## src/rtl/tx_cfg_pkg.sv

```systemverilog
package tx_cfg_pkg;

    // lane count of this build
    localparam int NUM_LANES = 4;
    localparam int ADDR_W    = 8;
    localparam int DATA_W    = 32;
    localparam int NUM_EVT   = 2;

    // register byte offsets; the port carries word addresses
    localparam logic [9:0] OFS_ERR_STATUS  = 10'h060;
    localparam logic [9:0] OFS_ERR_ENABLE  = 10'h064;
    localparam logic [9:0] OFS_LANE_CTRL   = 10'h080;
    localparam logic [9:0] OFS_LINK_PARAM0 = 10'h090;
    localparam logic [9:0] OFS_LINK_PARAM1 = 10'h094;
    localparam logic [9:0] OFS_LINK_PARAM2 = 10'h098;
    localparam logic [9:0] OFS_TX_TEST     = 10'h0d0;
    localparam logic [9:0] OFS_PATTERN_A   = 10'h0d4;
    localparam logic [9:0] OFS_PATTERN_B   = 10'h0d8;
    localparam logic [9:0] OFS_PATTERN_C   = 10'h0dc;
    localparam logic [9:0] OFS_PATTERN_D   = 10'h0e0;

    // event bit positions in status and enable
    localparam int EVT_INVALID_DATA = 0;
    localparam int EVT_SYNC_REQ     = 1;

    // link_param0 fields
    localparam int P0_LANES_LSB  = 0;
    localparam int P0_OCTETS_LSB = 8;
    localparam int P0_FRAMES_LSB = 16;
    localparam int P0_CONV_LSB   = 24;
    // link_param1 fields
    localparam int P1_CTRLBITS_LSB = 0;
    localparam int P1_RES_LSB      = 8;
    localparam int P1_TOTBITS_LSB  = 16;
    localparam int P1_SAMPLES_LSB  = 24;
    // link_param2 fields
    localparam int P2_HD_LSB    = 0;
    localparam int P2_CWORD_LSB = 8;

    // reset values
    localparam logic [31:0] RST_LINK_PARAM0 = 32'h0000_0000;
    localparam logic [31:0] RST_LINK_PARAM1 = 32'h0000_0000;
    localparam logic [31:0] RST_LINK_PARAM2 = 32'h0000_0000;
    localparam logic [31:0] RST_PATTERN     = 32'h0000_0000;
    localparam logic [3:0]  RST_TEST_MODE   = 4'h0;
    localparam logic [NUM_EVT-1:0] RST_ERR_ENABLE = 2'h0;

endpackage

```

## src/rtl/event_status_latch.sv

```systemverilog
`timescale 1ns/10ps
module event_status_latch (
    // clock and reset
    input  wire logic                        ref_clk,
    input  wire logic                        resetn,
    // events and software control
    input  wire logic [tx_cfg_pkg::NUM_EVT-1:0] set_vec,
    input  wire logic [tx_cfg_pkg::NUM_EVT-1:0] clr_vec,
    input  wire logic [tx_cfg_pkg::NUM_EVT-1:0] enable_vec,
    // state
    output logic      [tx_cfg_pkg::NUM_EVT-1:0] status_q,
    output logic                             irq_q
);
    import tx_cfg_pkg::*;

    logic [NUM_EVT-1:0] status_d;
    logic               irq_d;

    always_comb begin
        // a set in the clearing cycle wins over the clear
        status_d = (status_q & ~clr_vec) | set_vec;
        irq_d    = |(status_d & enable_vec);
    end

    always_ff @(posedge ref_clk or negedge resetn) begin
        if (!resetn) begin
            status_q <= '0;
            irq_q    <= 1'b0;
        end else begin
            status_q <= status_d;
            irq_q    <= irq_d;
        end
    end
endmodule

```

## src/rtl/loopback_tap.sv

```systemverilog
`timescale 1ns/10ps
module loopback_tap (
    // clock and reset
    input  wire logic                             ref_clk,
    input  wire logic                             resetn,
    // data link layer side
    input  wire logic [tx_cfg_pkg::NUM_LANES*32-1:0] dll_lane_words,
    input  wire logic [tx_cfg_pkg::NUM_LANES*4-1:0]  dll_control_char_flags,
    input  wire logic [tx_cfg_pkg::NUM_LANES-1:0]    lane_powerdown,
    // loopback outputs
    output logic      [tx_cfg_pkg::NUM_LANES*32-1:0] loopback_lane_words,
    output logic      [tx_cfg_pkg::NUM_LANES*4-1:0]  loopback_control_char_flags
);
    import tx_cfg_pkg::*;

    logic [NUM_LANES*32-1:0] words_d;
    logic [NUM_LANES*4-1:0]  kflags_d;

    // powered-down lanes show zero so a receiver sees no stale data
    for (genvar i = 0; i < NUM_LANES; i++) begin : g_lane
        assign words_d[i*32 +: 32] = lane_powerdown[i] ? 32'h0000_0000 : dll_lane_words[i*32 +: 32];
        assign kflags_d[i*4 +: 4]  = lane_powerdown[i] ? 4'h0 : dll_control_char_flags[i*4 +: 4];
    end

    always_ff @(posedge ref_clk or negedge resetn) begin
        if (!resetn) begin
            loopback_lane_words         <= '0;
            loopback_control_char_flags <= '0;
        end else begin
            loopback_lane_words         <= words_d;
            loopback_control_char_flags <= kflags_d;
        end
    end
endmodule

```

## src/rtl/tx_link_config_sideband.sv

```systemverilog
`timescale 1ns/10ps
module tx_link_config_sideband (
    // clock and reset
    input  wire logic                                ref_clk,
    input  wire logic                                resetn,
    // register slave port
    input  wire logic                                reg_port_cs,
    input  wire logic [tx_cfg_pkg::ADDR_W-1:0]       reg_port_word_addr,
    input  wire logic [tx_cfg_pkg::DATA_W-1:0]       reg_port_wdata,
    input  wire logic                                reg_port_rd,
    input  wire logic                                reg_port_wr,
    output logic      [tx_cfg_pkg::DATA_W-1:0]       reg_port_rdata,
    output logic                                     reg_port_stall,
    // event sources
    input  wire logic                                transport_invalid_data_flag,
    input  wire logic                                sync_request,
    // data link layer tap
    input  wire logic [tx_cfg_pkg::NUM_LANES*32-1:0] dll_lane_words,
    input  wire logic [tx_cfg_pkg::NUM_LANES*4-1:0]  dll_control_char_flags,
    // run-time link parameters
    output logic      [4:0]                          active_lane_count,
    output logic      [7:0]                          octets_per_frame,
    output logic      [4:0]                          frames_per_multiframe,
    output logic      [7:0]                          converter_count,
    output logic      [1:0]                          control_bits_per_sample,
    output logic      [4:0]                          converter_resolution,
    output logic      [4:0]                          total_bits_per_sample,
    output logic      [4:0]                          samples_per_converter,
    output logic                                     high_density_flag,
    output logic      [4:0]                          control_words_per_frame,
    output logic      [tx_cfg_pkg::NUM_LANES-1:0]    lane_powerdown,
    // interrupt
    output logic                                     tx_irq_out,
    // loopback and test
    output logic      [tx_cfg_pkg::NUM_LANES*32-1:0] loopback_lane_words,
    output logic      [tx_cfg_pkg::NUM_LANES*4-1:0]  loopback_control_char_flags,
    output logic      [3:0]                          test_mode,
    output logic      [31:0]                         test_pattern_a,
    output logic      [31:0]                         test_pattern_b,
    output logic      [31:0]                         test_pattern_c,
    output logic      [31:0]                         test_pattern_d
);
    import tx_cfg_pkg::*;

    // word addresses of each register
    localparam logic [ADDR_W-1:0] WA_ERR_STATUS  = OFS_ERR_STATUS[9:2];
    localparam logic [ADDR_W-1:0] WA_ERR_ENABLE  = OFS_ERR_ENABLE[9:2];
    localparam logic [ADDR_W-1:0] WA_LANE_CTRL   = OFS_LANE_CTRL[9:2];
    localparam logic [ADDR_W-1:0] WA_LINK_PARAM0 = OFS_LINK_PARAM0[9:2];
    localparam logic [ADDR_W-1:0] WA_LINK_PARAM1 = OFS_LINK_PARAM1[9:2];
    localparam logic [ADDR_W-1:0] WA_LINK_PARAM2 = OFS_LINK_PARAM2[9:2];
    localparam logic [ADDR_W-1:0] WA_TX_TEST     = OFS_TX_TEST[9:2];
    localparam logic [ADDR_W-1:0] WA_PATTERN_A   = OFS_PATTERN_A[9:2];
    localparam logic [ADDR_W-1:0] WA_PATTERN_B   = OFS_PATTERN_B[9:2];
    localparam logic [ADDR_W-1:0] WA_PATTERN_C   = OFS_PATTERN_C[9:2];
    localparam logic [ADDR_W-1:0] WA_PATTERN_D   = OFS_PATTERN_D[9:2];

    // control registers
    logic [31:0]          link_param0_q, link_param0_d;
    logic [31:0]          link_param1_q, link_param1_d;
    logic [31:0]          link_param2_q, link_param2_d;
    logic [NUM_LANES-1:0] lane_ctrl_q, lane_ctrl_d;
    logic [3:0]           tx_test_q, tx_test_d;
    logic [NUM_EVT-1:0]   err_enable_q, err_enable_d;
    logic [31:0]          pattern_q [4];
    logic [31:0]          pattern_d [4];

    logic                 wr_en;
    logic                 rd_en;
    logic [NUM_EVT-1:0]   evt_set;
    logic [NUM_EVT-1:0]   evt_clr;
    logic [NUM_EVT-1:0]   err_status;

    // word-addressed access; chip select gates both strobes
    assign wr_en = reg_port_cs & reg_port_wr;
    assign rd_en = reg_port_cs & reg_port_rd;

    // the port answers every access at once
    assign reg_port_stall = 1'b0;

    // register write decode
    always_comb begin
        link_param0_d = link_param0_q;
        link_param1_d = link_param1_q;
        link_param2_d = link_param2_q;
        lane_ctrl_d   = lane_ctrl_q;
        tx_test_d     = tx_test_q;
        err_enable_d  = err_enable_q;
        pattern_d     = pattern_q;
        if (wr_en) begin
            case (reg_port_word_addr)
                WA_LINK_PARAM0: link_param0_d = reg_port_wdata;
                WA_LINK_PARAM1: link_param1_d = reg_port_wdata;
                WA_LINK_PARAM2: link_param2_d = reg_port_wdata;
                WA_LANE_CTRL:   lane_ctrl_d   = reg_port_wdata[NUM_LANES-1:0];
                WA_TX_TEST:     tx_test_d     = reg_port_wdata[3:0];
                WA_ERR_ENABLE:  err_enable_d  = reg_port_wdata[NUM_EVT-1:0];
                WA_PATTERN_A:   pattern_d[0]  = reg_port_wdata;
                WA_PATTERN_B:   pattern_d[1]  = reg_port_wdata;
                WA_PATTERN_C:   pattern_d[2]  = reg_port_wdata;
                WA_PATTERN_D:   pattern_d[3]  = reg_port_wdata;
                default: ;
            endcase
        end
    end

    always_ff @(posedge ref_clk or negedge resetn) begin
        if (!resetn) begin
            link_param0_q <= RST_LINK_PARAM0;
            link_param1_q <= RST_LINK_PARAM1;
            link_param2_q <= RST_LINK_PARAM2;
            lane_ctrl_q   <= '0;
            tx_test_q     <= RST_TEST_MODE;
            err_enable_q  <= RST_ERR_ENABLE;
            for (int i = 0; i < 4; i++) begin
                pattern_q[i] <= RST_PATTERN;
            end
        end else begin
            link_param0_q <= link_param0_d;
            link_param1_q <= link_param1_d;
            link_param2_q <= link_param2_d;
            lane_ctrl_q   <= lane_ctrl_d;
            tx_test_q     <= tx_test_d;
            err_enable_q  <= err_enable_d;
            pattern_q     <= pattern_d;
        end
    end

    // exported values are the registers themselves
    always_comb begin
        active_lane_count       = link_param0_q[P0_LANES_LSB +: 5];
        octets_per_frame        = link_param0_q[P0_OCTETS_LSB +: 8];
        frames_per_multiframe   = link_param0_q[P0_FRAMES_LSB +: 5];
        converter_count         = link_param0_q[P0_CONV_LSB +: 8];
        control_bits_per_sample = link_param1_q[P1_CTRLBITS_LSB +: 2];
        converter_resolution    = link_param1_q[P1_RES_LSB +: 5];
        total_bits_per_sample   = link_param1_q[P1_TOTBITS_LSB +: 5];
        samples_per_converter   = link_param1_q[P1_SAMPLES_LSB +: 5];
        high_density_flag       = link_param2_q[P2_HD_LSB];
        control_words_per_frame = link_param2_q[P2_CWORD_LSB +: 5];
        lane_powerdown          = lane_ctrl_q;
        test_mode               = tx_test_q;
        test_pattern_a          = pattern_q[0];
        test_pattern_b          = pattern_q[1];
        test_pattern_c          = pattern_q[2];
        test_pattern_d          = pattern_q[3];
    end

    // events: invalid data from transport, sync request; write one to clear
    always_comb begin
        evt_set                   = '0;
        evt_set[EVT_INVALID_DATA] = transport_invalid_data_flag;
        evt_set[EVT_SYNC_REQ]     = sync_request;
        evt_clr                   = '0;
        if (wr_en && reg_port_word_addr == WA_ERR_STATUS) begin
            evt_clr = reg_port_wdata[NUM_EVT-1:0];
        end
    end

    event_status_latch u_status (
        .ref_clk    (ref_clk),
        .resetn     (resetn),
        .set_vec    (evt_set),
        .clr_vec    (evt_clr),
        .enable_vec (err_enable_q),
        .status_q   (err_status),
        .irq_q      (tx_irq_out)
    );

    loopback_tap u_loopback (
        .ref_clk                     (ref_clk),
        .resetn                      (resetn),
        .dll_lane_words              (dll_lane_words),
        .dll_control_char_flags      (dll_control_char_flags),
        .lane_powerdown              (lane_ctrl_q),
        .loopback_lane_words         (loopback_lane_words),
        .loopback_control_char_flags (loopback_control_char_flags)
    );

    // read data returned in the access cycle; unmapped words read zero
    always_comb begin
        reg_port_rdata = '0;
        if (rd_en) begin
            case (reg_port_word_addr)
                WA_LINK_PARAM0: reg_port_rdata = link_param0_q;
                WA_LINK_PARAM1: reg_port_rdata = link_param1_q;
                WA_LINK_PARAM2: reg_port_rdata = link_param2_q;
                WA_LANE_CTRL:   reg_port_rdata[NUM_LANES-1:0] = lane_ctrl_q;
                WA_TX_TEST:     reg_port_rdata[3:0] = tx_test_q;
                WA_ERR_ENABLE:  reg_port_rdata[NUM_EVT-1:0] = err_enable_q;
                WA_ERR_STATUS:  reg_port_rdata[NUM_EVT-1:0] = err_status;
                WA_PATTERN_A:   reg_port_rdata = pattern_q[0];
                WA_PATTERN_B:   reg_port_rdata = pattern_q[1];
                WA_PATTERN_C:   reg_port_rdata = pattern_q[2];
                WA_PATTERN_D:   reg_port_rdata = pattern_q[3];
                default:        reg_port_rdata = '0;
            endcase
        end
    end

endmodule

```

## config.mk

```make
export PLATFORM = sky130hd
export DESIGN_NAME = tx_link_config_sideband
export DESIGN_NICKNAME = d
export VERILOG_FILES = /design/src/rtl/tx_cfg_pkg.sv /design/src/rtl/event_status_latch.sv /design/src/rtl/loopback_tap.sv /design/src/rtl/tx_link_config_sideband.sv
export SDC_FILE = /design/constraint.sdc
export NUM_CORES = 1
export LEC_CHECK = 0
export ABC_AREA = 1
export BUFFER_PORTS_ARGS = -buffer_cell sky130_fd_sc_hd__buf_2
export CELL_PAD_IN_SITES_DETAIL_PLACEMENT = 1
export CELL_PAD_IN_SITES_GLOBAL_PLACEMENT = 2
export CORE_MARGIN = 2
export CORE_UTILIZATION = 31
export CTS_BUF_LIST = sky130_fd_sc_hd__clkbuf_16
export DETAILED_ROUTE_END_ITERATION = 6
export PLACE_DENSITY = 0.93
export REMOVE_ABC_BUFFERS = 1
export SLEW_MARGIN = 20
export SYNTH_ARGS = -nofsm -noshare
export SYNTH_HDL_FRONTEND = slang
export SYNTH_SLANG_ARGS = --single-unit
```

## constraint.sdc

```tcl
create_clock -name ref_clk -period 2.8 [get_ports ref_clk]
set_input_delay 0.28 -clock ref_clk [delete_from_list [all_inputs] [get_ports ref_clk]]
set_output_delay 0.28 -clock ref_clk [all_outputs]
set_load 0.05 [all_outputs]
```

# Yosys cells after proc, flatten, opt, wreduce, memory -nomap -nowiden
# Index checks and enable logic that the tools add are counted.
op_classes:
  addsub: 0
  mul: 0
  div: 0
  order_cmp: 0
  n_eq_ne: 11
  shifts: 0
  mux: 13
  bitwise_logic: 6
  reduce_logical: 12
op_table:
  columns: ["operator", "n"]
  rows:
  - ["$pmux W28 S7", 1]
  - ["$mux W32", 5]
  - ["$eq A8 B6 Y1 const B", 9]
  - ["$pmux W2 S11", 1]
  - ["$reduce_and A2 Y1", 10]
  - ["$pmux W2 S9", 1]
  - ["$eq A8 B5 Y1 const B", 2]
  - ["$mux W4", 4]
  - ["$and A2 B2 Y2", 2]
  - ["$and A1 B1 Y1", 2]
  - ["$mux W2", 1]
  - ["$not A2 Y2", 1]
  - ["$or A2 B2 Y2", 1]
  - ["$reduce_or A2 Y1", 1]
  - ["$logic_and A1 B1 Y1", 1]
word_totals:
  register_bits: 381
  latchBits: 0
  mem_bits_rw: 0
  mem_bits_ro: 0
  inputBits: 191
  output_inout_bits: 363
  elab_cells: 56
  mem_count: 0

# Longest topological paths before layout
# Gate-level depths: netlist of run 1.
depth:
  depth_word: 8
  depth_mapped: 11
  depth_no_buf: 10

# Hierarchy
# Synthesis of run 1 repeated with hierarchy kept, for this count alone.
hier_totals:
  cells_unflattened: 1855
  hier_area_um2: 16176.8
by_module_without_submodules:
  columns: ["module", "n_inst", "cells_each", "area_each_um2", "seq_area_each_um2"]
  rows:
  - ["tx_link_config_sideband", 1, 1393, 11141.9, 5855.6]
  - ["loopback_tap", 1, 448, 4913.5, 3603.5]
  - ["event_status_latch", 1, 14, 121.4, 75.1]

# Least setup slack after synthesis of run 1
# No wires, ideal clock.
synth_timing:
  path_type: "input-to-output"
  startpoint: "input port reg_port_word_addr[0] (netlist name)"
  endpoint: "output port reg_port_rdata[21] (netlist name)"
  t_arrival_ns: 1.885
  required_ns: 2.520
  setup_slack_ns: 0.635
  path_stages: 10
  n_path_buf: 1
  cell_sequence: "inv_1 -> nand2_2 -> nor2_4 -> nand2_4 -> inv_4 -> buf_6 -> nand2_2 -> nand2_1 -> nor2_1 -> a21oi_1"
synth_between:
  elab_chain_cells: 3
  word_cells_on_any_way: 9
  classes_between: "eq/ne: 7; mux: 2"
synth_rtl:
  columns: ["item", "line_no", "source"]
  rows:
  - ["start: declaration", "tx_link_config_sideband.sv:8", "input wire logic [tx_cfg_pkg::ADDR_W-1:0] reg_port_word_addr,"]
  - ["$eq A8 B6 Y1", "tx_link_config_sideband.sv:184", "case (reg_port_word_addr)"]
  - ["$pmux W28 S7 *", "tx_link_config_sideband.sv:184", null]
  - ["$mux W32 *", "tx_link_config_sideband.sv:183", "if (rd_en) begin"]
  - ["end: declaration", "tx_link_config_sideband.sv:12", "output logic [tx_cfg_pkg::DATA_W-1:0] reg_port_rdata,"]
# Mark *: on every way between the ends. The rest lies on a longest branch, timed or not.

# Worst setup path after layout of run 1
layout_timing:
  startpoint: "input port reg_port_word_addr[6] (netlist name)"
  endpoint: "output port reg_port_rdata[14] (netlist name)"
# The elaborated chain is that of the path after synthesis.

==> results of run 1 <==
## metrics by stage
step	util [%]	total power, uW	setup slack, ns	instances	instance area, um2
floorplan	-	6800	0.297	1715	15200
global placement	37.3	7430	0.341	2978	19200
detailed placement	37.3	7460	0.296	2978	19200
CTS	43.1	13500	0.287	3210	22100
global route	43.1	13900	0.188	3213	22100
finish	43.1	13500	0.322	3213	22100
## Yosys cell counts (all sizes together)
cell    instances
nand3          64
clkbuf         18
conb            1
o21ai         230
inv           231
o21a            5
dfrtp         381
nand2         518
a21oi          29
nand3b          1
buf           113
nor2          255
## per-layer routing
metal	wire, um	vias to the layer above	GRT usage (%)
met5	0	-	0
met4	3410	0	12.1
met3	3960	149	4.49
met2	34700	603	44.7
met1	27400	7624	30.7
li1	-	6903	-
## power breakdown
part / internal (uW) / switching [uW] / total, uW
logic: 471 / 1290 / 1760
clock network: 3390 / 2480 / 5870
registers: 5700 / 127 / 5830
total: 9570 / 3900 / 13500
## cells by family (layout without fill, tap and decap cells)
family	after synthesis	in the layout	share of synthesized area, %
DFF	381	381	59.4
AOI/OAI and AO/OA	264	264	8.31
other	1	4	0.0234
buffers and inverters	362	1046	10.9
and+or+nand+nor	838	838	21.4
## critical path: cells and delay by family
family | cells | cell delay, ns
buffers and inverters | 5 | 0.98
and+or+nand+nor | 6 | 0.75
AOI/OAI and AO/OA | 1 | 0.16
## state kept, by name, summed over array words and instances (netlist names)
register and flops:
err_enable_q 2, lane_powerdown 4, link_param0_q 32, link_param1_q 32, link_param2_q 32, test_mode 4, test_pattern_a 32, test_pattern_b 32
test_pattern_c 32, test_pattern_d 32, u_loopback.loopback_control_char_flags 16, u_loopback.loopback_lane_words 128, u_status.irq_q 1, u_status.status_q 2
## area by class of cell
type / instances / share of cell area (%)
diodes: 3 / 0.0340
clock buffers: 45 / 5.09
clock inverters: 37 / 1.40
inverters: 231 / 3.99
multi-input cells: 1103 / 21.6
flip-flops and latches: 381 / 43.1
well taps: 680 / 3.85
repair buffers: 733 / 20.9
## worst paths after layout
check | slack (ns) | cells past startpoint | end
worst max-delay path | 0.32 | 12 | reg_port_rdata[14]
worst min-delay path | 0.08 | 3 | test_pattern_a[27]
worst max register to register | 1.61 | 3 | u_status.status_q[1]
worst min register to register | 0.49 | 2 | link_param2_q[17]
max in group asynchronous | 1.60 | 3 | link_param1_q[20]
min in group asynchronous | 0.30 | 2 | test_pattern_c[14]
==> summary.md, run 1 <==
| Metric | Value |
|---|---|
| Buffer depth of the longest clock path | 3 |
| Critical path arrival | 2.20 ns |
| Avg Synthesized Cell Area | 8.70 um2 |
| Area taken by flip-flops and latches | 9530 um2 |
| Area occupied by multi-input gates | 4770 um2 |
| Area growth from synthesis to layout | 37.6% |
| Sort of element at the start of the critical path | input port |
| Distinct cell type count after synthesis | 24 |
| Max-capacitance violation count | 0 |
| Worst slew margin relative to its limit | 42.5% |
| Aggregate global routing overflow | 0 |
| Setup repair after global routing missed its margin | false |
| Weighted congestion reported at the end of routability-driven placement | 0.848 |
| Total Die Area | 53,600 um2 |
| Period utilization | 88.5% |
| Critical Setup Path Class | input port to output port |
| Number of hold violations in the final report | 0 |
| Final setup skew | 0.0155 ns |
| Drt initial violations | 1,042 |
| Post-route DRC violation count | 0 |
| Actual transition at the worst max-transition pin | 0.863 ns |
| Synthesis-stage register bit count | 381 |
| Final Max Slew Viols | 0 |
| Post-DR wirelength/cell | 21.6 um |
| Gate count after technology mapping | 1,846 |
| ANT nets after route | 0 |
| Reg-to-Reg Start | u_status.status_q[1] |
| TritonCTS clock tree | done |
| Largest net degree at the start of global routing | 83 |
| Number of antenna violations at the first check in global routing | 3 |
| Number of buffers added for setup after CTS | 0 |
| Height of the die | 232 um |
| Count of port buffers added during placement | 552 |
| Power per Cell Area | 609 nW/um2 |
| CTS Hold Bufs | 150 |
| Chain of cells forming the critical path | buf_2 -> inv_1 -> nand2_2 -> nor2_4 -> nand2_2 -> inv_2 -> buf_12 -> nand2_1 -> nand2_1 -> nor2_1 -> a21oi_1 -> buf_2 |
| Detail Placement HPWL | 44,900 um |
| Worst min path class | input port to register |
| First-pass GRT wire length | 104,000 um |
| Number of nets at the end of the flow | 2,685 |
| Slowest cell on crit path | sky130_fd_sc_hd__nor2_4 |
| Peak VDD IR | 532 uV |
| Number of search-and-repair iterations in the first detailed-routing pass | 5 |
| Library cell occupying the most area in the post-synthesis netlist | sky130_fd_sc_hd__dfrtp_1 |
| Worst hold margin | 0.0763 ns |
| Synthesized area | 16,100 um2 |
| Status | complete, no violations |
| Post_cts resized | 0 |
| Kind of capture point of the worst setup path | output port |
| Routed via count | 15,300 |
| Worst-path clk slew | 0.06 ns |
| Horizontal die dimension | 232 um |
| Highest Clock Rate | 404 MHz |
| TritonCTS Sinks | 381 |
| Commonest non-fill, non-tap cell in the layout | sky130_fd_sc_hd__buf_2 |
| Static leakage | 0.0122 uW |
| Vias in the first global route | 16,500 |
| Sum of routed wire length over all layers | 69,500 um |
| Top Ports | 554 |
| Accumulated negative setup slack | 0 ns |
| CTS buffer count | 44 |
| Hold Startpoint | reg_port_wdata[27] |
| Final number of setup-violating endpoints | 0 |
| Starting utilization of the core area | 31.3% |
| Count of filler cells inserted in the layout | 6,138 |
| Largest stage delay on the critical path | 0.35 ns |
| Top cell type's share of synthesized area | 59.4% |
| Worst setup path start | reg_port_word_addr[6] |
| CTS HTree Levels | 2 |
| Number of vias per cell | 4.76 |
| Time the worst path needs with I/O delays and setup | 2.48 ns |
| Data required, critical path | 2.52 ns |
| Count of synthesis-stage warnings from yosys | 0 |
| Placeable core area | 51,300 um2 |
| Insertion delay to the later sink of the worst-skew pair | 0.57 ns |
| Sequential share of the synthesized area | 59.4% |
| Overall routing resource usage | 25.6% |
| Top cells by area, synth | sky130_fd_sc_hd__dfrtp_1 59%, sky130_fd_sc_hd__nand2_1 12%, sky130_fd_sc_hd__o21ai_1 6.3% |
| Share of cells above drive strength 1 | 27.3% |
| Std-Cell Rows | 83 |
| Maximum net fanout on the critical path | 13 |
| Top library cells by usage in the layout, fill and taps aside | 550 x sky130_fd_sc_hd__buf_2, 493 x sky130_fd_sc_hd__nand2_1, 381 x sky130_fd_sc_hd__dfrtp_1 |
| Buffer type at the clock tree root | sky130_fd_sc_hd__clkbuf_16 |
No activity file was read; power rests on OpenSTA's default activity.
==> run 2, diff against run 1 <==
- RECOVER_POWER: unset -> 100
==> run 2 against run 1 <==
Against the previous run: the run now ends with max-capacitance violations, max-slew violations left; sequential share of layout area rose by 1.2 points; cell area decreased by 2.7%; flip-flop and latch count unchanged; combinational power down 4%; register-to-register slack worse by 0.50 ns; sequential power hardly changed; first-iteration DRC count down 3.6%; non-clock buffer count unchanged; die area unchanged; utilization fell by 1.1 points; maximum frequency decreased by 4.6%; critical endpoint is now reg_port_rdata[15]; clock power about the same.
==> summary.md, run 2 (synthesis gave the netlist of run 1 again) <==
| Metric | Value |
|---|---|
| Buffer type at the clock tree root | sky130_fd_sc_hd__clkbuf_16 (unchanged) |
| Final number of setup-violating endpoints | 0 (unchanged) |
| Peak VDD IR | 561 uV (was 532 uV) |
| Std-Cell Rows | 83 (unchanged) |
| Weighted congestion reported at the end of routability-driven placement | 0.848 (unchanged) |
| Insertion delay to the later sink of the worst-skew pair | 0.57 ns (about the same) |
| Data required, critical path | 2.52 ns (about the same) |
| First-pass GRT wire length | 104,000 um (unchanged) |
| Internal power component | 9500 uW (was 9570 uW) |
| ANT nets after route | 0 (unchanged) |
| Static leakage | 0.0108 uW (was 0.0122 uW) |
| TritonCTS clock tree | done (unchanged) |
| Crit path top cell by count | sky130_fd_sc_hd__nand2_1 |
| Placeable core area | 51,300 um2 (unchanged) |
| Commonest non-fill, non-tap cell in the layout | sky130_fd_sc_hd__nand2_1 (was sky130_fd_sc_hd__buf_2) |
| Number of antenna violations at the first check in global routing | 3 (unchanged) |
| Largest net degree at the start of global routing | 83 (unchanged) |
| Register ranked first by flip-flop count | u_loopback.loopback_lane_words (unchanged) |
| Accumulated negative setup slack | 0 ns (unchanged) |
| Max-capacitance violation count | 1 (was 0) |
| Drt initial violations | 1,005 (was 1,042) |
| Slack of the worst reg-to-reg path | 1.11 ns (was 1.61 ns) |
| Sum of routed wire length over all layers | 69,900 um (was 69,500 um) |
| Height of the die | 232 um (unchanged) |
| Time the worst path needs with I/O delays and setup | 2.60 ns (was 2.48 ns) |
| Area taken by flip-flops and latches | 9530 um2 (unchanged) |
| Slowest cell on crit path | sky130_fd_sc_hd__clkbuf_1 (was sky130_fd_sc_hd__nor2_4) |
| Power per Cell Area | 622 nW/um2 (was 609 nW/um2) |
| CTS buffer count | 44 (unchanged) |
| Util after Layout | 41.9% (was 43.1%) |
| Chain of cells forming the critical path | buf_2 -> inv_1 -> nand2_2 -> nor2_4 -> nand2_1 -> inv_4 -> nand2_1 -> nand2_1 -> nor2_1 -> a21oi_1 -> clkbuf_1 (was buf_2 -> inv_1 -> nand2_2 -> nor2_4 -> nand2_2 -> inv_2 -> buf_12 -> nand2_1 -> nand2_1 -> nor2_1 -> a21oi_1 -> buf_2) |
| Top Ports | 554 (unchanged) |
| Bufs and invs on worst path | 4 (was 5) |
| Number of search-and-repair iterations in the first detailed-routing pass | 5 (unchanged) |
| Top library cells by usage in the layout, fill and taps aside | 502 x sky130_fd_sc_hd__nand2_1, 381 x sky130_fd_sc_hd__dfrtp_1, 337 x sky130_fd_sc_hd__clkbuf_1 (was 550 x sky130_fd_sc_hd__buf_2, 493 x sky130_fd_sc_hd__nand2_1, 381 x sky130_fd_sc_hd__dfrtp_1) |
| Sequential share of power | 43.6% (was 43.3%) |
| Actual transition at the worst max-transition pin | 2.08 ns (was 0.863 ns) |
| Period utilization | 92.8% (was 88.5%) |
| Number of vias per cell | 4.77 (was 4.76) |
| Worst hold margin | 0.0738 ns (was 0.0763 ns) |
| Critical path arrival | 2.32 ns (was 2.20 ns) |
| Worst slew margin relative to its limit | -38.4% (was 42.5%) |
| Sort of element at the start of the critical path | input port (unchanged) |
| Number of hold violations in the final report | 0 (unchanged) |
| Delay-heaviest family, CP | buffers and inverters (unchanged) |
| Critical Setup Path Class | input port to output port (unchanged) |
| Maximum net fanout on the critical path | 26 (was 13) |
| Violations in the final reports | max-capacitance violations, max-slew violations |
| Overall routing resource usage | 25.6% (unchanged) |
| Buffer depth of the longest clock path | 3 (unchanged) |
| Share of cells above drive strength 1 | 13.5% (was 27.3%) |
| Routed via count | 15,300 (about the same) |
| Combinational share of power | 12.6% (was 13.1%) |
| Vias in the first global route | 16,500 (unchanged) |
| Status | complete, but fails checks (was complete, no violations) |
| Horizontal die dimension | 232 um (unchanged) |
| TritonCTS Sinks | 381 (unchanged) |
| Flip-flop count of the largest register, all copies and words added | 128 (unchanged) |
| Largest stage delay on the critical path | 0.50 ns (was 0.35 ns) |
| Count of port buffers added during placement | 552 (unchanged) |
| Post-route DRC violation count | 0 (unchanged) |
| Starting utilization of the core area | 31.3% (unchanged) |
| Count of filler cells inserted in the layout | 6,322 (was 6,138) |
| CTS HTree Levels | 2 (unchanged) |
| Final setup skew | 0.0134 ns (was 0.0155 ns) |
| Kind of capture point of the worst setup path | output port (unchanged) |
| Detail Placement HPWL | 44,900 um (unchanged) |
| Switching fraction of total power | 29.0% (about the same) |
| Area growth from synthesis to layout | 34.0% (was 37.6%) |
| Area occupied by multi-input gates | 4700 um2 (was 4770 um2) |
| Fin worst setup slack | 0.203 ns (was 0.322 ns) |
| Clock network power share | 43.8% (was 43.6%) |
| Pre-CTS setup slack | 0.296 ns (unchanged) |
| Aggregate global routing overflow | 0 (unchanged) |
| Final Max Slew Viols | 68 (was 0) |
| Net switching power | 3890 uW (was 3900 uW) |
| Number of nets at the end of the flow | 2,685 (unchanged) |
| Highest Clock Rate | 385 MHz (was 404 MHz) |
| Total Die Area | 53,600 um2 (unchanged) |
| Setup repair after global routing missed its margin | false (unchanged) |
| Post-DR wirelength/cell | 21.7 um (was 21.6 um) |
| Worst-path clk slew | 0.06 ns (about the same) |
| Worst min path class | input port to register (unchanged) |
run 2: cell types whose count changed in the layout (fill, tap and decap cells not counted), sizes merged:
cell	before	now
buf	583	214
clkbuf	45	414
diode	3	5
run 2: final cells by class:
cell class / instances / share of cell area [%]
Tap cell: 680 / 3.95
Clock inverter: 37 / 1.44
Sequential cell: 381 / 44.3
Inverter: 231 / 4.08
Clock buffer: 45 / 5.23
Multi-Input combinational cell: 1103 / 21.8
Timing Repair Buffer: 733 / 19.1
Antenna cell: 5 / 0.0582
run 2: path summary, 6_finish.rpt:
kind                       cells past startpoint                            endpoint                   from
setup / recovery                              11                  reg_port_rdata[15]  reg_port_word_addr[6]
hold / removal                                 3                   test_pattern_c[9]      reg_port_wdata[9]
setup reg to reg                               2  u_loopback.loopback_lane_words[58]      lane_powerdown[1]
hold reg to reg                                2                   link_param2_q[17]      link_param2_q[17]
max in group asynchronous                      3  u_loopback.loopback_lane_words[33]                 resetn
min in group asynchronous                      2                  test_pattern_c[14]                 resetn
run 2: tightest hold or removal path: stages:
cell and delay (ns):
sky130_fd_sc_hd__buf_2 0.08, sky130_fd_sc_hd__inv_1 0.10, sky130_fd_sc_hd__o21ai_1 0.14
run 2: stage by stage:
stage                     total power (uW)  area (um2)  instances
final                                13400       21500       3215
after global routing                 13800       21500       3214
after CTS                            13500       22100       3210
after detailed placement              7460       19200       2978
after global placement                7430       19200       2978
after floorplan                       6800       15200       1715
run 2: power groups by stage:
stage | Sequential (uW) | Combinational [uW] | Clock, uW
2_1_floorplan | 6550 | 249 | 0
3_3_place_gp | 5910 | 1520 | 0
3_5_place_dp | 5920 | 1550 | 0
4_1_cts | 5820 | 1720 | 5960
5_1_grt | 5850 | 1780 | 6210
6_report | 5840 | 1690 | 5870
run 2: per-layer routing:
metal  part of all wire [%]  track usage (%)  up-vias
met1                     39             30.7     7678
met4                    5.3             12.1        0
met3                    5.9             4.49      151
met2                     49             44.7      624
met5                      0                0        -
li1                       -                -     6884
run 2: repair_timing:
| action | in CTS | in global routing |
|---|---|---|
| hold buffers | 150 | 0 |
| endpoints found under the hold margin | 211 | 0 |
| buffers inserted | 0 | 0 |
| resized for setup | 0 | 0 |
